File: src/rtl/fspp_pkg.sv
// Purpose: constants and types for the flash self-program protection block
// Assumes: 32-bit classic Wishbone slave, one clock, synchronous reset
// Notes:   lock bit value 1 is unprogrammed, 0 is programmed
// Function
// - stores from application section never program
// - boot section stores may target any address
// - boot-size fuses split flash into two sections
// - during read-while-write programming only no-read-while-write readable
// - no-read-while-write programming halts the CPU throughout
// - boot section lies inside no-read-while-write section
// - busy flag reads one while section blocked
// - busy flag stays set until software clears
// - lock bits release only by chip erase
// - general write lock never blocks stores
// - general read/write lock never blocks loads/stores
// - application lock pair blocks application writes
// - application lock pair blocks boot reads of application
// - application load locks mask interrupts when vectors boot-side
// - boot lock pair blocks boot section writes
// - boot lock pair blocks application reads of boot
// - boot load locks mask interrupts when vectors application-side
// - reset vector from boot reset fuse
// - busy clears only by re-enable after programming
package fspp_pkg;

    // flash geometry, word addressed
    localparam int FSPP_FLASH_ADDR_W   = 14;
    localparam int FSPP_BOOT_MIN_WORDS = 256;

    // register byte offsets
    localparam logic [7:0] FSPP_OFF_CTRL  = 8'h00;
    localparam logic [7:0] FSPP_OFF_LOCK  = 8'h04;
    localparam logic [7:0] FSPP_OFF_FUSE  = 8'h08;
    localparam logic [7:0] FSPP_OFF_BOUND = 8'h0C;

    // control/status field positions
    localparam int FSPP_CTRL_REENABLE_BIT = 0;
    localparam int FSPP_CTRL_BUSY_BIT     = 1;
    localparam int FSPP_CTRL_HALT_BIT     = 2;
    localparam int FSPP_CTRL_REJECT_BIT   = 3;
    localparam int FSPP_CTRL_IVSEL_BIT    = 4;

    // lock field positions
    localparam int FSPP_LOCK_APP_LOW   = 0;
    localparam int FSPP_LOCK_APP_HIGH  = 1;
    localparam int FSPP_LOCK_BOOT_LOW  = 2;
    localparam int FSPP_LOCK_BOOT_HIGH = 3;

    // reset values
    localparam logic [3:0] FSPP_LOCK_RESET = 4'hF;
    localparam logic       FSPP_IVSEL_RESET = 1'b0;
    localparam int         FSPP_APP_RESET_VECTOR = 0;

    // programming sequencer states
    typedef enum logic [1:0] {
        FSPP_ST_IDLE,
        FSPP_ST_PROG_RWW,
        FSPP_ST_PROG_NO_READ_WHILE_WRITE_SECTION
    } fspp_state_t;

endpackage

File: src/rtl/fspp_section_decode.sv
// Purpose: map a flash word address onto boot and no-read-while-write areas
// Assumes: boot area sits at the top of flash, sized by two fuses
// Notes:   fuses 11 give the smallest boot area, 00 the largest
module fspp_section_decode #(
    parameter int ADDR_W         = fspp_pkg::FSPP_FLASH_ADDR_W,
    parameter int BOOT_MIN_WORDS = fspp_pkg::FSPP_BOOT_MIN_WORDS
) (
    // address and fuses
    input  wire logic [ADDR_W-1:0] addr,
    input  wire logic [1:0]        boot_size_fuses,
    // decode results
    output logic                   in_boot,
    output logic                   in_no_read_while_write_section,
    output logic [ADDR_W-1:0]      boot_start
);

    // fixed no-read-while-write area covers the largest boot area
    localparam logic [ADDR_W:0] TOP_WORD = {1'b1, {ADDR_W{1'b0}}};
    localparam logic [ADDR_W:0] NO_READ_WHILE_WRITE_SECTION_WORDS = (ADDR_W+1)'(8 * BOOT_MIN_WORDS);
    localparam logic [ADDR_W:0] NO_READ_WHILE_WRITE_SECTION_FULL = TOP_WORD - NO_READ_WHILE_WRITE_SECTION_WORDS;

    logic [ADDR_W:0] boot_words;
    logic [ADDR_W:0] start_full;

    // boundary from boot-size fuses kept inside no_read_while_write_section area
    assign boot_words = (ADDR_W+1)'(BOOT_MIN_WORDS) << (~boot_size_fuses);
    assign start_full = TOP_WORD - boot_words;
    assign boot_start = start_full[ADDR_W-1:0];
    assign in_boot    = addr >= boot_start;
    assign in_no_read_while_write_section    = addr >= NO_READ_WHILE_WRITE_SECTION_FULL[ADDR_W-1:0];

endmodule // fspp_section_decode

File: src/rtl/fspp_top.sv
// Purpose: gate store/load program-memory operations and track programming
// Assumes: CPU presents one operation per op_valid cycle; engine pulses done
// Notes:   accept/reject answer one cycle after op_valid
module fspp_top #(
    parameter int ADDR_W         = fspp_pkg::FSPP_FLASH_ADDR_W,
    parameter int BOOT_MIN_WORDS = fspp_pkg::FSPP_BOOT_MIN_WORDS
) (
    // clock and reset
    input  wire logic              clk_sys,
    input  wire logic              reset,
    // wishbone slave
    input  wire logic              wb_cyc,
    input  wire logic              wb_stb,
    input  wire logic              wb_we,
    input  wire logic [7:0]        wb_adr,
    input  wire logic [3:0]        wb_sel,
    input  wire logic [31:0]       wb_dat_w,
    output logic                   wb_ack,
    output logic [31:0]            wb_dat_r,
    // cpu operations
    input  wire logic              op_valid,
    input  wire logic              op_store,
    input  wire logic              op_lock_set,
    input  wire logic [ADDR_W-1:0] op_addr,
    input  wire logic [3:0]        op_data,
    input  wire logic [ADDR_W-1:0] exec_pc,
    output logic                   op_accept,
    output logic                   op_reject,
    // programming engine
    input  wire logic              prog_done,
    output logic                   prog_start,
    output logic [ADDR_W-1:0]      prog_addr,
    output logic                   prog_no_read_while_write_section,
    // cpu control
    output logic                   cpu_halt,
    output logic                   rww_read_block,
    output logic                   irq_disable,
    output logic [ADDR_W-1:0]      reset_vector,
    // fuses and lock storage
    input  wire logic [1:0]        boot_size_fuses,
    input  wire logic              boot_reset_vector_fuse,
    input  wire logic [3:0]        lock_init,
    input  wire logic              ext_lock_write,
    input  wire logic [3:0]        ext_lock_data,
    input  wire logic              chip_erase,
    output logic [3:0]             lock_bits
);

    typedef struct packed {
        fspp_pkg::fspp_state_t state;
        logic                  wb_ack;
        logic [31:0]           wb_dat;
        logic                  busy;
        logic [3:0]            locks;
        logic                  locks_loaded;
        logic                  ivsel;
        logic                  reject_sticky;
        logic                  op_accept;
        logic                  op_reject;
        logic                  prog_start;
        logic [ADDR_W-1:0]     prog_addr;
        logic                  prog_no_read_while_write_section;
        logic                  cpu_halt;
        logic                  irq_disable;
        logic [ADDR_W-1:0]     reset_vector;
    } fspp_regs_t;

    fspp_regs_t s;
    fspp_regs_t next_s;

    logic              pc_in_boot;
    logic              tgt_in_boot;
    logic              tgt_no_read_while_write_section;
    logic [ADDR_W-1:0] boot_start;
    logic              wb_req;
    logic              store_blocked;
    logic              load_blocked;
    logic              ctrl_write;

    // where the code runs and where the operation points
    fspp_section_decode #(
        .ADDR_W         (ADDR_W),
        .BOOT_MIN_WORDS (BOOT_MIN_WORDS)
    ) u_pc_decode (
        .addr            (exec_pc),
        .boot_size_fuses (boot_size_fuses),
        .in_boot         (pc_in_boot),
        .in_no_read_while_write_section         (),
        .boot_start      (boot_start)
    );

    fspp_section_decode #(
        .ADDR_W         (ADDR_W),
        .BOOT_MIN_WORDS (BOOT_MIN_WORDS)
    ) u_tgt_decode (
        .addr            (op_addr),
        .boot_size_fuses (boot_size_fuses),
        .in_boot         (tgt_in_boot),
        .in_no_read_while_write_section         (tgt_no_read_while_write_section),
        .boot_start      ()
    );

    // bus request and control register write strobe
    assign wb_req     = wb_cyc & wb_stb & ~s.wb_ack;
    assign ctrl_write = wb_req & wb_we & wb_sel[0] & (wb_adr == fspp_pkg::FSPP_OFF_CTRL);

    // store gating: pc in boot, idle sequencer and the target's boot or application lock pair decide, general lock has no say
    always_comb begin
        store_blocked = ~pc_in_boot
            | (tgt_in_boot ? ~s.locks[fspp_pkg::FSPP_LOCK_BOOT_LOW]
                           : ~s.locks[fspp_pkg::FSPP_LOCK_APP_LOW])
            | (s.state != fspp_pkg::FSPP_ST_IDLE);
        load_blocked = (pc_in_boot & ~tgt_in_boot
                        & ~s.locks[fspp_pkg::FSPP_LOCK_APP_HIGH])
            | (~pc_in_boot & tgt_in_boot
               & ~s.locks[fspp_pkg::FSPP_LOCK_BOOT_HIGH])
            | (s.busy & ~tgt_no_read_while_write_section)
            | (s.state == fspp_pkg::FSPP_ST_PROG_NO_READ_WHILE_WRITE_SECTION);
    end

    // next-state logic
    always_comb begin
        next_s            = s;
        next_s.op_accept  = 1'b0;
        next_s.op_reject  = 1'b0;
        next_s.prog_start = 1'b0;
        next_s.wb_ack     = wb_req;

        // lock image taken once after reset release
        if (!s.locks_loaded) begin
            next_s.locks        = lock_init;
            next_s.locks_loaded = 1'b1;
        end

        // programming finished
        if (prog_done && s.state != fspp_pkg::FSPP_ST_IDLE) begin
            next_s.state    = fspp_pkg::FSPP_ST_IDLE;
            next_s.cpu_halt = 1'b0;
        end

        // busy clears only by re-enable once idle
        if (ctrl_write && wb_dat_w[fspp_pkg::FSPP_CTRL_REENABLE_BIT]
            && s.state == fspp_pkg::FSPP_ST_IDLE) begin
            next_s.busy = 1'b0;
        end
        if (ctrl_write) begin
            next_s.ivsel = wb_dat_w[fspp_pkg::FSPP_CTRL_IVSEL_BIT];
            if (wb_dat_w[fspp_pkg::FSPP_CTRL_REJECT_BIT]) begin
                next_s.reject_sticky = 1'b0;
            end
        end

        // cpu operations
        if (op_valid && s.locks_loaded) begin
            if (op_store && op_lock_set) begin
                // lock bits only move toward programmed
                if (pc_in_boot) begin
                    next_s.locks     = next_s.locks & op_data;
                    next_s.op_accept = 1'b1;
                end else begin
                    next_s.op_reject = 1'b1;
                end
            end else if (op_store) begin
                if (store_blocked) begin
                    next_s.op_reject = 1'b1;
                end else begin
                    // any target, boot area included
                    next_s.op_accept  = 1'b1;
                    next_s.prog_start = 1'b1;
                    next_s.prog_addr  = op_addr;
                    next_s.prog_no_read_while_write_section  = tgt_no_read_while_write_section;
                    if (tgt_no_read_while_write_section) begin
                        next_s.state    = fspp_pkg::FSPP_ST_PROG_NO_READ_WHILE_WRITE_SECTION;
                        next_s.cpu_halt = 1'b1;
                    end else begin
                        next_s.state = fspp_pkg::FSPP_ST_PROG_RWW;
                        next_s.busy  = 1'b1;
                    end
                end
            end else if (load_blocked) begin
                next_s.op_reject = 1'b1;
            end else begin
                next_s.op_accept = 1'b1;
            end
        end else if (op_valid) begin
            next_s.op_reject = 1'b1;
        end

        // serial/parallel programming then chip erase
        if (ext_lock_write) begin
            next_s.locks = next_s.locks & ext_lock_data;
        end
        if (chip_erase) begin
            next_s.locks = fspp_pkg::FSPP_LOCK_RESET;
        end

        // sticky reject: set wins over clear
        if (next_s.op_reject) begin
            next_s.reject_sticky = 1'b1;
        end

        // interrupt masking by load-restricting lock modes
        next_s.irq_disable =
            (s.ivsel & ~pc_in_boot & ~s.locks[fspp_pkg::FSPP_LOCK_APP_HIGH])
            | (~s.ivsel & pc_in_boot & ~s.locks[fspp_pkg::FSPP_LOCK_BOOT_HIGH]);

        // reset vector from fuse
        next_s.reset_vector = boot_reset_vector_fuse
            ? ADDR_W'(fspp_pkg::FSPP_APP_RESET_VECTOR) : boot_start;

        // register read mux
        next_s.wb_dat = 32'h0000_0000;
        if (wb_req && !wb_we) begin
            unique case (wb_adr)
                fspp_pkg::FSPP_OFF_CTRL: begin
                    next_s.wb_dat[fspp_pkg::FSPP_CTRL_BUSY_BIT]   = s.busy;
                    next_s.wb_dat[fspp_pkg::FSPP_CTRL_HALT_BIT]   = s.cpu_halt;
                    next_s.wb_dat[fspp_pkg::FSPP_CTRL_REJECT_BIT] = s.reject_sticky;
                    next_s.wb_dat[fspp_pkg::FSPP_CTRL_IVSEL_BIT]  = s.ivsel;
                end
                fspp_pkg::FSPP_OFF_LOCK:  next_s.wb_dat[3:0] = s.locks;
                fspp_pkg::FSPP_OFF_FUSE:  next_s.wb_dat[2:0] =
                    {boot_reset_vector_fuse, boot_size_fuses};
                fspp_pkg::FSPP_OFF_BOUND: next_s.wb_dat[ADDR_W-1:0] = boot_start;
                default:                  next_s.wb_dat = 32'h0000_0000;
            endcase
        end
    end

    // state register
    always_ff @(posedge clk_sys) begin
        if (reset) begin
            s              <= '0;
            s.state        <= fspp_pkg::FSPP_ST_IDLE;
            s.locks        <= fspp_pkg::FSPP_LOCK_RESET;
            s.ivsel        <= fspp_pkg::FSPP_IVSEL_RESET;
            s.reset_vector <= ADDR_W'(fspp_pkg::FSPP_APP_RESET_VECTOR);
        end else begin
            s <= next_s;
        end
    end

    // outputs straight from the state register
    assign wb_ack         = s.wb_ack;
    assign wb_dat_r       = s.wb_dat;
    assign op_accept      = s.op_accept;
    assign op_reject      = s.op_reject;
    assign prog_start     = s.prog_start;
    assign prog_addr      = s.prog_addr;
    assign prog_no_read_while_write_section      = s.prog_no_read_while_write_section;
    assign cpu_halt       = s.cpu_halt;
    assign rww_read_block = s.busy;
    assign irq_disable    = s.irq_disable;
    assign reset_vector   = s.reset_vector;
    assign lock_bits      = s.locks;

    // checks on the operation gating
    AST_STORE_FROM_APP: assert property (@(posedge clk_sys) disable iff (reset)
        op_valid && op_store && !pc_in_boot && s.locks_loaded |=> op_reject && !prog_start)
        else $error("store from application section was not refused");

    AST_HALT_NO_READ_WHILE_WRITE_SECTION: assert property (@(posedge clk_sys) disable iff (reset)
        prog_start && prog_no_read_while_write_section |-> cpu_halt until prog_done)
        else $error("cpu not halted during no_read_while_write_section programming");

    AST_BUSY_RWW: assert property (@(posedge clk_sys) disable iff (reset)
        prog_start && !prog_no_read_while_write_section |-> rww_read_block)
        else $error("busy flag not set for rww programming");

    AST_BUSY_HOLD: assert property (@(posedge clk_sys) disable iff (reset)
        rww_read_block && !ctrl_write |=> rww_read_block)
        else $error("busy flag dropped without re-enable write");

    AST_APP_WRITE_LOCK: assert property (@(posedge clk_sys) disable iff (reset)
        op_valid && op_store && !op_lock_set && !tgt_in_boot
        && !s.locks[fspp_pkg::FSPP_LOCK_APP_LOW] |=> !prog_start && op_reject)
        else $error("locked application write started programming");

    AST_BOOT_READ_LOCK: assert property (@(posedge clk_sys) disable iff (reset)
        op_valid && !op_store && s.locks_loaded && !pc_in_boot && tgt_in_boot
        && !s.locks[fspp_pkg::FSPP_LOCK_BOOT_HIGH] |=> op_reject)
        else $error("locked boot read was allowed");

    AST_LOCK_NO_RELEASE: assert property (@(posedge clk_sys) disable iff (reset)
        s.locks_loaded && !chip_erase |=> (lock_bits & ~$past(lock_bits)) == 4'h0)
        else $error("lock bit returned to unprogrammed without chip erase");

    AST_RESET_VECTOR: assert property (@(posedge clk_sys) disable iff (reset)
        boot_reset_vector_fuse ##1 boot_reset_vector_fuse |-> reset_vector == '0)
        else $error("reset vector not zero with fuse unprogrammed");

    AST_REENABLE: assert property (@(posedge clk_sys) disable iff (reset)
        ctrl_write && wb_dat_w[0] && s.state == fspp_pkg::FSPP_ST_IDLE
        && !(op_valid && op_store) |=> !rww_read_block ##1 !wb_ack)
        else $error("re-enable did not clear busy flag");

endmodule // fspp_top

File: config.mk
export PLATFORM = sky130hd
export DESIGN_NAME = fspp_top
export DESIGN_NICKNAME = d
export VERILOG_FILES = /design/src/rtl/fspp_pkg.sv /design/src/rtl/fspp_section_decode.sv /design/src/rtl/fspp_top.sv
export SDC_FILE = /design/constraint.sdc
export NUM_CORES = 1
export LEC_CHECK = 0
export ABC_CLOCK_PERIOD_IN_PS = 5400
export BUFFER_PORTS_ARGS = -buffer_cell sky130_fd_sc_hd__buf_2
export CAP_MARGIN = 0
export CORE_ASPECT_RATIO = 0.75
export CORE_MARGIN = 1
export CORE_UTILIZATION = 45
export CTS_BUF_LIST = sky130_fd_sc_hd__clkbuf_16
export CTS_CLUSTER_DIAMETER = 120
export DETAILED_ROUTE_END_ITERATION = 16
export HOLD_SLACK_MARGIN = 0.1
export PLACE_DENSITY = 0.95
export SYNTH_ARGS = -nofsm -noshare
export SYNTH_HDL_FRONTEND = slang
export SYNTH_SLANG_ARGS = --single-unit
export TNS_END_PERCENT = 30
File: constraint.sdc
create_clock -name clk_sys -period 5.4 [get_ports clk_sys]
set_clock_uncertainty 0.15 [all_clocks]
set_input_delay 1.35 -clock clk_sys [delete_from_list [all_inputs] [get_ports clk_sys]]
set_output_delay 1.35 -clock clk_sys [all_outputs]
set_load 0.01 [all_outputs]
# Word-level counts from Yosys, hierarchy flattened
# Cells that the tools add are included.
[word_totals] output_inout_bits=72 input_bits=98 regBits=77 word_cells=125
[classes] n_eq_ne=4 shifts=1 n_mux=40 magnitude_cmp=3 add_sub_neg=1 n_reduce_logical=20 bitwise=38
[ops] op="14-bit greater-or-equal comparator" n=2
[ops] op="1-bit 2-to-1 mux" n=22
[ops] op="17-bit 2-to-1 mux" n=1
[ops] op="8-bit by 4-bit == test with 1-bit output, second input constant" n=2
[ops] op="2-bit 2-to-1 mux" n=8
[ops] op="1-bit NOT" n=15
[ops] op="1-bit AND" n=14
[ops] op="14-bit greater-or-equal comparator, second input constant" n=1
[ops] op="9-bit by 2-bit << shifter with 14-bit output, first input constant" n=1
[ops] op="1-bit by 14-bit subtractor with 14-bit output, first input constant" n=1
[ops] op="4-bit 2-to-1 mux" n=3
[ops] op="5-bit 2-to-1 mux" n=2
[ops] op="4-bit AND" n=2
[ops] op="8-bit by 3-bit == test with 1-bit output, second input constant" n=1
[ops] op="8-bit logical NOT" n=1
[ops] op="2-bit case mux with 4 select lines" n=1
[ops] op="2-bit OR reduction" n=4
[ops] op="1-bit logical AND" n=6
[ops] op="1-bit bitwise OR" n=6
[ops] op="1-bit case mux with 3 select lines" n=2
[ops] op="2-bit nonzero test" n=3
[ops] op="4-bit AND reduction" n=1
[ops] op="4-bit OR reduction" n=1
[ops] op="3-bit OR reduction" n=1
[ops] op="6 further kinds" n=6

# Longest topological paths before layout
# Gate-level depths: netlist of run 1.
[logic_depth] depth_word=16 ltp_mapped=11 depth_no_buf=10

# Modules after synthesis
# From an unflattened synthesis of run 1, not the netlist that was laid out.
[hier_totals] hier_cells=339 area_unflattened_um2=3090.5
[modules_own_cells] module="fspp_top" area_per_inst_um2=2650.0 seq_area_each_um2=1181.1 instances=1 cells_per_inst=279
[modules_own_cells] module="fspp_section_decode" area_per_inst_um2=220.2 seq_area_each_um2=0.0 instances=2 cells_per_inst=30

# Least setup slack after synthesis of run 1
# Ideal clock, no wire load.
[synth_timing] path_kind="input port to flip-flop" start="in boot_size_fuses[1]" end="reg s, in the netlist prog_addr[10]" slack_ns=1.371 stages=11 arrival_ns=3.752 setup_time_ns=0.128 n_path_buf=1 required_ns=5.122 cell_sequence="or2b_1 -> ha_1 -> inv_1 -> ha_1 -> o211ai_1 -> a21oi_1 -> or3b_4 -> a2111oi_4 -> buf_6 -> mux2i_1 -> nor2_1"
[synth_via] elab_chain_len=9 elab_cells_between_ends=11 cone_classes="1 x add/sub; 2 x order compare; 1 x shift; 1 x mux; 5 x bitwise; 1 x reduce/logical"
[synth_rtl] item="start: declaration" line="fspp_top.sv:40" source="input wire logic [1:0] boot_size_fuses,"
[synth_rtl] item="2-bit NOT (*)" line="fspp_section_decode.sv:26" source="assign boot_words = (ADDR_W+1)'(BOOT_MIN_WORDS) << (~boot_size_fuses);"
[synth_rtl] item="9-bit by 2-bit << shifter with 14-bit output (*)" line="fspp_section_decode.sv:26"
[synth_rtl] item="1-bit by 14-bit subtractor with 14-bit output (*)" line="fspp_section_decode.sv:27" source="assign start_full = TOP_WORD - boot_words;"
[synth_rtl] item="named net boot_start[9]" line="fspp_top.sv:74" source="logic [ADDR_W-1:0] boot_start;"
[synth_rtl] item="14-bit greater-or-equal comparator" line="fspp_section_decode.sv:29" source="assign in_boot = addr >= boot_start;"
[synth_rtl] item="1-bit 2-to-1 mux or 1-bit NOT (tied branches)" line="fspp_top.sv:110, fspp_top.sv:109"
[synth_rtl] item="1-bit bitwise OR (*)" line="fspp_top.sv:110" source="| (tgt_in_boot ? ~s.locks[fspp_pkg::FSPP_LOCK_BOOT_LOW]"
[synth_rtl] item="1-bit bitwise OR (*)" line="fspp_top.sv:112" source="| (s.state != fspp_pkg::FSPP_ST_IDLE);"
[synth_rtl] item="1-bit NOT (no line) (*)"
[synth_rtl] item="4-bit AND reduction (no line) (*)"
[synth_rtl] item="end signal: assignment" line="fspp_top.sv:239" source="s <= next_s;"
[synth_rtl] item="end: declaration" line="fspp_top.sv:68" source="fspp_regs_t s;"
# The timed path passes the listed nets; every way through them passes the cells marked *.
# A chain may end at the register's enable or synchronous reset.

# Worst setup path in the final report of run 1
[layout_timing] start="in boot_size_fuses[1]" end="reg s, in the netlist prog_no_read_while_write_section"
# The elaborated chain is that of the path after synthesis.

==> results of run 1 <==
[sequential cells by signal (all words and copies together), names as in the netlist]
| name | flops |
|---|---|
| op_accept | 1 |
| prog_addr | 14 |
| lock_bits | 4 |
| s | 5 |
| irq_disable | 1 |
| wb_dat_r | 11 |
| rww_read_block | 1 |
| cpu_halt | 1 |
| reset_vector | 6 |
| op_reject | 1 |
| wb_ack | 1 |
| prog_start | 1 |
| prog_no_read_while_write_section | 1 |
[cells in the mapped netlist, drive strengths merged, types with 2 or more instances]
cell type | number | share of area [%]
or3 | 2 | 0.49
nor2 | 38 | 5.6
nand2 | 14 | 2.2
dfxtp | 48 | 38
a21oi | 15 | 2.9
a311o | 2 | 0.78
o21a | 2 | 0.59
buf | 65 | 19
nand2b | 2 | 0.49
mux2i | 21 | 8.2
ha | 12 | 5.9
clkbuf | 8 | 1.2
o211ai | 5 | 1.5
o21ai | 7 | 1.4
inv | 13 | 1.9
nor2b | 3 | 0.74
nand3 | 5 | 0.98
nor3 | 7 | 1.4
[report_power, final]
group	internal (W)	switching (W)
sequential	0.000361	0.00000511
combinational	0.0000435	0.0000601
clock	0.000217	0.000128
total	0.000622	0.000193
[cells by family (layout without fill, tap and decap cells)]
logic type | Yosys count | in the layout
adder cells (fa/ha/maj) | 12 | 12
flip-flops | 48 | 48
other | 1 | 33
AND/OR/NAND/NOR | 81 | 81
buffers and inverters | 86 | 122
multiplexers | 21 | 21
AO/OA/AOI/OAI | 40 | 40
[per-layer routing]
metal	vias to the layer above	global-route usage [%]	routed length, um
met1	893	23.1	2450
met3	5	5.01	398
met5	-	0	0
met2	86	32.9	2490
met4	0	5.36	36
li1	1009	-	-
[final timing paths]
kind                                                    endpoint  slack (ps)  cells after the start               start
worst max-delay path            prog_no_read_while_write_section        1420                     12  boot_size_fuses[1]
worst min-delay path                                prog_addr[8]         340                      2        prog_addr[8]
worst max register to register  prog_no_read_while_write_section        3300                      5        lock_bits[0]
worst min register to register                      prog_addr[8]         340                      2        prog_addr[8]
[through the flow]
step                      utilization (%)  hold slack (ps)  instances
after floorplan                         -              312        321
after global placement               50.9              312        424
after detailed placement             50.9              328        424
after CTS                            54.0              339        432
after global routing                 54.0              377        432
final                                54.0              342        432
[worst max-delay path: stages]
cell and delay (ps):
buf_2 120, or2b_1 240, ha_1 270, inv_1 70
ha_1 290, o211ai_1 80, a21oi_1 260, o21ai_0 250
a2111oi_4 390, buf_4 330, nand4_1 190, a21oi_1 170
[final cells by class]
type                    count  area [um^2]  share of cell area [%]
clock buffers               5          125                    4.28
repair buffers            101          508                    17.4
flip-flops and latches     48          961                    32.9
clock inverters             3         42.5                    1.46
well taps                  75         93.8                    3.21
multi-input cells         187         1140                    39.1
inverters                  13         48.8                    1.67
==> impl_metrics.json, run 1 <==
{
  "synth_edf_count": 0,
  "end_kind": "flip-flop",
  "cts-buffers-inserted": 5,
  "cts_resized": 0,
  "fp-row-count": 23,
  "fp.dieW_um": 89.0,
  "drive_gt1_share_pct": 32.2,
  "synthSimpleGateAreaFrac_pct": 14.9,
  "drv_cap": 0,
  "slew_violations": 0,
  "grt_pass1_vias": 1834,
  "finalHoldViolations": 0,
  "worstMarginPinSlew_ps": 642,
  "final_common_cell": "buf_2",
  "critPathMaxFanout": 16,
  "relSlewSlack_pct": 57.2,
  "die-area_mm2": 0.00598,
  "cts_buffer_depth": 2,
  "max_freq_mhz": 252,
  "antenna_found_initial": 0,
  "synth_ff_type": "dfxtp_1",
  "power_leakage_nw": 1.46,
  "post_drt_via_cell_ratio": 4.61,
  "h-tree-depth": 2,
  "dr.pass1.iters": 4,
  "cts-root-buf": "clkbuf_16",
  "cts_tree": "done",
  "setup_viol": 0,
  "synth-xor-area-share_pct": 0,
  "clock-sinks": 48,
  "ant_nets": 0,
  "port_buffers": 100,
  "ys_ff_latch": 48,
  "dpl-instance-area_mm2": 0.00275,
  "routabilityCongestion": 0.782,
  "synth-compound-area-share_pct": 10.9,
  "period_share_pct": 73.6,
  "vias": 1993,
  "async_reset_ff_share_pct": 0,
  "core_area_mm2": 0.00541,
  "place_hpwl_um": 4210,
  "grt_start_max_net_pins": 35,
  "postSynthCellCount": 289,
  "drtIter0Drc": 76,
  "num-fill-cells": 515,
  "vdd_drop_max_mv": 0.143,
  "netlist_area_mm2": 0.00255,
  "grt_pass1_wl_um": 8420,
  "drc": 0,
  "muxShareOfSynthArea_pct": 8.24,
  "grt_use_total_pct": 18.9,
  "syn_to_final_growth_pct": 14.4,
  "postCtsSetupRepairBufs": 0,
  "worst_setup_path_start_kind": "input pin",
  "fin_crit_ps": 3980,
  "final_area_mm2": 0.00292,
  "p_per_area_mw_per_mm2": 279,
  "tns_ps": 0,
  "wl_per_cell_um": 12.4,
  "status": "completed",
  "cts.clk_slew.worst_paths_ps": 60,
  "setup_slack_ps": 1420,
  "overflow": 0,
  "ios": 170,
  "required_ps": 5450,
  "hold_buffers": 0,
  "ys_warn_count": 0,
  "nets": 466,
  "diodes": 0,
  "grt_setup_unrepaired": "no",
  "p_total_w": 0.000815,
  "synthAdderAreaFrac_pct": 5.88,
  "final_cell_mix": "buf_2 (100), dfxtp_1 (48), nor2_1 (38)",
  "die_h_um": 67.2,
  "place_ws_ps": 1140,
  "crit_type": "input pin to flip-flop",
  "synth_top_family_by_area": "buffers and inverters",
  "arrival_ps": 4030,
  "avgSynthCellArea_um2": 8.83,
  "wirelength_um": 5380,
  "initial_utilization_pct": 47.2,
  "synthDistinctLibCells": 40,
  "clock_latency_ps": 280,
  "seq_area_frac_synth_pct": 37.6,
  "min-delay-path-class": "flip-flop to flip-flop"
}
Note: power is estimated with default switching activity, not from simulation.
==> run 2: changes to the inputs <==
--- a/config.mk
+++ b/config.mk
@@ -5,17 +5,17 @@
 export SDC_FILE = /design/constraint.sdc
 export NUM_CORES = 1
 export LEC_CHECK = 0
-export ABC_CLOCK_PERIOD_IN_PS = 5400
+export ABC_CLOCK_PERIOD_IN_PS = 4100
 export BUFFER_PORTS_ARGS = -buffer_cell sky130_fd_sc_hd__buf_2
 export CAP_MARGIN = 0
 export CORE_ASPECT_RATIO = 0.75
 export CORE_MARGIN = 1
-export CORE_UTILIZATION = 45
+export CORE_UTILIZATION = 42
 export CTS_BUF_LIST = sky130_fd_sc_hd__clkbuf_16
 export CTS_CLUSTER_DIAMETER = 120
 export DETAILED_ROUTE_END_ITERATION = 16
 export HOLD_SLACK_MARGIN = 0.1
-export PLACE_DENSITY = 0.95
+export PLACE_DENSITY = 0.91
 export SYNTH_ARGS = -nofsm -noshare
 export SYNTH_HDL_FRONTEND = slang
 export SYNTH_SLANG_ARGS = --single-unit
==> constraint.sdc (replaced) <==
create_clock -name clk_sys -period 4.1 [get_ports clk_sys]
set_clock_uncertainty 0.15 [all_clocks]
set_input_delay 1.025 -clock clk_sys [delete_from_list [all_inputs] [get_ports clk_sys]]
set_output_delay 1.025 -clock clk_sys [all_outputs]
set_load 0.01 [all_outputs]
==> run 2 against run 1 <==
- die area up 6.9%
- total power up 32%
- sequential power grew 32%
- first-iteration DRC count up 20%
- hold slack worse by 12 ps
- combinational power is 31% higher
- via count grew 2.8%
- critical endpoint is now prog_addr[0]
==> impl_metrics.json, run 2 (synthesis results as in run 1) <==
{
  "place_ws_ps": 122,
  "clock-sinks": 48,
  "cts.clk_slew.worst_paths_ps": 60,
  "grt_pass1_wl_um": 8800,
  "cts_buffer_depth": 2,
  "period_share_pct": 89.2,
  "drc": 0,
  "vias": 2049,
  "grt_pass1_vias": 1894,
  "min-delay-path-class": "flip-flop to flip-flop",
  "final_area_mm2": 0.00293,
  "crit_path_cell_trace": "buf_2 > or2b_1 > ha_1 > inv_1 > ha_1 > o211ai_1 > a21oi_1 > or3b_4 > a2111oi_4 > buf_12 > mux2i_1 > nor2_1",
  "wl_per_cell_um": 12.6,
  "fin_crit_ps": 3660,
  "fp-row-count": 24,
  "port_buffers": 100,
  "post_drt_via_cell_ratio": 4.71,
  "crit_type": "input pin to flip-flop",
  "crit_path_frequent_cell": "ha_1",
  "worst_setup_path_start_kind": "input pin",
  "core_area_mm2": 0.00583,
  "drive_gt1_share_pct": 31.9,
  "grt_use_total_pct": 17.4,
  "syn_to_final_growth_pct": 14.9,
  "final_common_cell": "buf_2",
  "setup_slack_ps": 445,
  "cts_tree": "done",
  "wirelength_um": 5490,
  "status": "completed",
  "finalHoldViolations": 0,
  "overflow": 0,
  "routabilityCongestion": 0.845,
  "die-area_mm2": 0.00640,
  "worstMarginPinSlew_ps": 672,
  "end_kind": "flip-flop",
  "cts_resized": 0,
  "crit_path_top_delay_cell": "or3b_4",
  "antenna_found_initial": 0,
  "postCtsSetupRepairBufs": 0,
  "die_h_um": 69.5,
  "largest_reg_flops": 14,
  "combPwrFrac_pct": 12.6,
  "setup_viol": 0,
  "required_ps": 4090,
  "dr.pass1.iters": 4,
  "place_hpwl_um": 4320,
  "p_seq_share_pct": 44.8,
  "power_leakage_nw": 1.47,
  "drtIter0Drc": 91,
  "slew_violations": 0,
  "postLayoutCoreUtil_pct": 50.3,
  "initial_utilization_pct": 43.8,
  "nets": 466,
  "vdd_drop_max_mv": 0.213,
  "cts-root-buf": "clkbuf_16",
  "final_cell_mix": "buf_2 (100), dfxtp_1 (48), nor2_1 (38)",
  "p_per_area_mw_per_mm2": 367,
  "diodes": 0,
  "switching_share_pct": 24.0,
  "grt_start_max_net_pins": 35,
  "clock_latency_ps": 290,
  "power.switching_w": 0.000259,
  "dpl-instance-area_mm2": 0.00277,
  "ant_nets": 0,
  "relSlewSlack_pct": 55.2,
  "arrival_ps": 3650,
  "cts-buffers-inserted": 5,
  "rr_worst_depth": 5,
  "grt_setup_unrepaired": "no",
  "drv_cap": 0,
  "h-tree-depth": 2,
  "ios": 170,
  "cpPeakStageDelay_ps": 440,
  "max_freq_mhz": 274,
  "clkPwrFrac_pct": 42.5,
  "fp.dieW_um": 92.0,
  "intPower_w": 0.000818,
  "critPathMaxFanout": 14,
  "hold_depth": 2,
  "tns_ps": 0,
  "hold_buffers": 0
}
## run 2: cell type report
| type | count | area (um^2) |
|---|---|---|
| Clock buffer | 5 | 125 |
| Sequential cell | 48 | 961 |
| Fill cell | 572 | 2890 |
| Timing Repair Buffer | 101 | 520 |
| Clock inverter | 3 | 38.8 |
| Tap cell | 78 | 97.6 |
| Multi-Input combinational cell | 187 | 1140 |
| Inverter | 13 | 48.8 |
## run 2: final timing paths
| check | slack (ps) | end | start |
|---|---|---|---|
| max | 440 | prog_addr[0] | boot_size_fuses[1] |
| max reg2reg | 2000 | prog_addr[0] | lock_bits[0] |
| min | 330 | prog_no_read_while_write_section | prog_no_read_while_write_section |
| min reg2reg | 330 | prog_no_read_while_write_section | prog_no_read_while_write_section |
## run 2: power by group through the flow
| stage | logic [W] | clock network, W | registers (W) |
|---|---|---|---|
| finish | 0.000136 | 0.000458 | 0.000483 |
| global route | 0.000153 | 0.000485 | 0.000484 |
| CTS | 0.000135 | 0.000468 | 0.000483 |
| detailed placement | 0.000135 | 0 | 0.000493 |
| global placement | 0.000129 | 0 | 0.000493 |
| floorplan | 0.000110 | 0 | 0.000491 |
## run 2: stage by stage
stage / instances / hold slack [ps] / total power (W)
CTS: 435 / 334 / 0.00109
global placement: 427 / 318 / 0.000622
floorplan: 321 / 312 / 0.000602
detailed placement: 427 / 323 / 0.000628
finish: 435 / 330 / 0.00108
global route: 435 / 371 / 0.00112
## run 2: worst max-delay path, delay by kind of cell
family                   cells  cell delay, ps
adder cells (fa/ha/maj)      2             520
AO/OA/AOI/OAI                3             660
buffers and inverters        3             480
AND/OR/NAND/NOR              3             730
multiplexers                 1             220
## run 2: layer usage
layer  global-route usage, %  up-vias  share of wire, %
li1                        -     1015                 -
met1                    21.1      934                44
met2                    29.4       87                47
met3                    5.26       13               7.4
met4                    6.08        0               2.1
met5                       0        -                 0
==> run 3: changes to the inputs <==
--- a/config.mk
+++ b/config.mk
@@ -16,6 +16,7 @@
 export DETAILED_ROUTE_END_ITERATION = 16
 export HOLD_SLACK_MARGIN = 0.1
 export PLACE_DENSITY = 0.91
+export RECOVER_POWER = 25
 export SYNTH_ARGS = -nofsm -noshare
 export SYNTH_HDL_FRONTEND = slang
 export SYNTH_SLANG_ARGS = --single-unit
==> run 3 against run 2 <==
- the flow now finishes with violations (capacitance limit, slew limit)
- flip-flop and latch count stayed put
- routed wire length is 0.24% higher
- hold slack hardly changed
- clock power hardly changed
- final area is 0.68% lower
- critical endpoint unchanged
- worst setup slack worse by 41 ps
- global-route usage stayed put
- die area stayed put
- non-clock buffer count stayed put
- critical path type unchanged
- count of clock-buffer cells in the layout stayed put
==> impl_metrics.json, run 3 (synthesis results as in run 1) <==
{
  "status": "finished with violations",
  "violations": "capacitance limit, slew limit",
  "finalHoldViolations": 0,
  "grt_start_max_net_pins": 35,
  "hold_buffers": 0,
  "stdcell_count": 435,
  "cpPeakStageDelay_ps": 440,
  "clock-sinks": 48,
  "slew_violations": 35,
  "grt_pass1_vias": 1894,
  "place_ws_ps": 122,
  "grt_use_total_pct": 17.4,
  "cts-root-buf": "clkbuf_16",
  "vias": 2041,
  "ios": 170,
  "worst_setup_path_start_kind": "input pin",
  "drc": 0,
  "holdPathEnd": "prog_no_read_while_write_section",
  "largest_reg_flops": 14,
  "cts-buffers-inserted": 5,
  "setup_slack_ps": 404,
  "postLayoutCoreUtil_pct": 50.0,
  "drv_cap": 1,
  "p_per_area_mw_per_mm2": 369,
  "cts_resized": 0,
  "die-area_mm2": 0.00640,
  "postCtsSetupRepairBufs": 0,
  "wirelength_um": 5500,
  "core_area_mm2": 0.00583,
  "place_hpwl_um": 4320,
  "cts_tree": "done",
  "dr.pass1.iters": 4,
  "critPathMaxFanout": 14,
  "worstMarginPinSlew_ps": 1590,
  "nets": 466,
  "clock_latency_ps": 290,
  "drtIter0Drc": 94,
  "crit_path_top_delay_cell": "or3b_4",
  "overflow": 0,
  "min-delay-path-class": "flip-flop to flip-flop",
  "reg2reg_slack_ps": 1960,
  "grt_pass1_wl_um": 8800,
  "fp-row-count": 24,
  "hold_start": "prog_no_read_while_write_section",
  "grt_setup_unrepaired": "no",
  "post_drt_via_cell_ratio": 4.69,
  "tns_ps": 0,
  "required_ps": 4050,
  "power_leakage_nw": 1.40,
  "h-tree-depth": 2,
  "num-fill-cells": 579,
  "cts_buffer_depth": 2,
  "period_share_pct": 90.1,
  "vdd_drop_max_mv": 0.213,
  "cts.clk_slew.worst_paths_ps": 60,
  "crit_path_frequent_cell": "ha_1",
  "relSlewSlack_pct": -5.68,
  "end_kind": "flip-flop",
  "rr_worst_depth": 5,
  "max_freq_mhz": 271,
  "crit_path_cell_trace": "buf_2 > or2b_1 > ha_1 > inv_1 > ha_1 > o211ai_1 > a21oi_1 > or3b_4 > a2111oi_4 > buf_12 > mux2i_1 > nor2_1",
  "whs_ps": 330,
  "die_h_um": 69.5,
  "antenna_found_initial": 0,
  "reg2reg_to": "prog_addr[0]",
  "syn_to_final_growth_pct": 14.1,
  "setup_viol": 0,
  "final_common_cell": "buf_2",
  "final_cell_mix": "buf_2 (84), dfxtp_1 (48), nor2_1 (38)",
  "hold_depth": 2,
  "fp.dieW_um": 92.0,
  "initial_utilization_pct": 43.8,
  "arrival_ps": 3650,
  "fin_crit_ps": 3700,
  "port_buffers": 100,
  "crit_type": "input pin to flip-flop",
  "diodes": 0,
  "routabilityCongestion": 0.845,
  "drive_gt1_share_pct": 27.5,
  "ant_nets": 0,
  "r2r-start": "lock_bits[0]",
  "place_inst": 427,
  "wl_per_cell_um": 12.6
}
==> run 3: area by class of cell <==
cell class                 instances  area, um^2  area share [%]
inverter                          13        48.8            1.68
sequential                        48         961            33.0
timing repair buffer             101         500            17.2
clock inverter                     3        38.8            1.33
tap                               78        97.6            3.35
multi-input combinational        187        1140            39.2
clock buffer                       5         125            4.30
==> run 3: power by group <==
| group | internal [W] | switching (W) | total [W] |
|---|---|---|---|
| logic | 0.0000563 | 0.0000785 | 0.000135 |
| registers | 0.000476 | 0.00000688 | 0.000483 |
| clock network | 0.000285 | 0.000173 | 0.000457 |
==> run 3: critical path: cells and delay by family <==
family,cells,cell delay (ps)
buffers and inverters,3,480
multiplexers,1,220
adder cells (fa/ha/maj),2,520
AND/OR/NAND/NOR,3,730
AO/OA/AOI/OAI,3,660
==> run 3: per-stage QoR <==
step | instance area [um^2] | power [W]
finish | 2910 | 0.00107
global placement | 2770 | 0.000622
floorplan | 2670 | 0.000602
detailed placement | 2770 | 0.000628
CTS | 2930 | 0.00109
global route | 2910 | 0.00112
==> run 3: layer usage <==
metal,global-route usage [%],part of all wire (%),up-vias
li1,-,-,1016
met1,21.1,43,931
met2,29.4,47,81
met3,5.26,7.4,13
met4,6.08,2.0,0
met5,0,0,-
==> run 3: worst max-delay path by stage <==
stage | from | endpoint | slack (ps) | depth (start not counted)
3_5_place_dp | boot_size_fuses[1] | prog_addr[0] | 120 | 12
6_report | boot_size_fuses[1] | prog_addr[0] | 400 | 12
3_3_place_gp | boot_size_fuses[1] | prog_addr[12] | 240 | 12
2_1_floorplan | boot_size_fuses[1] | prog_addr[10] | 400 | 11
5_1_grt | boot_size_fuses[1] | prog_addr[7] | 210 | 12
4_1_cts | boot_size_fuses[1] | prog_addr[0] | 430 | 12
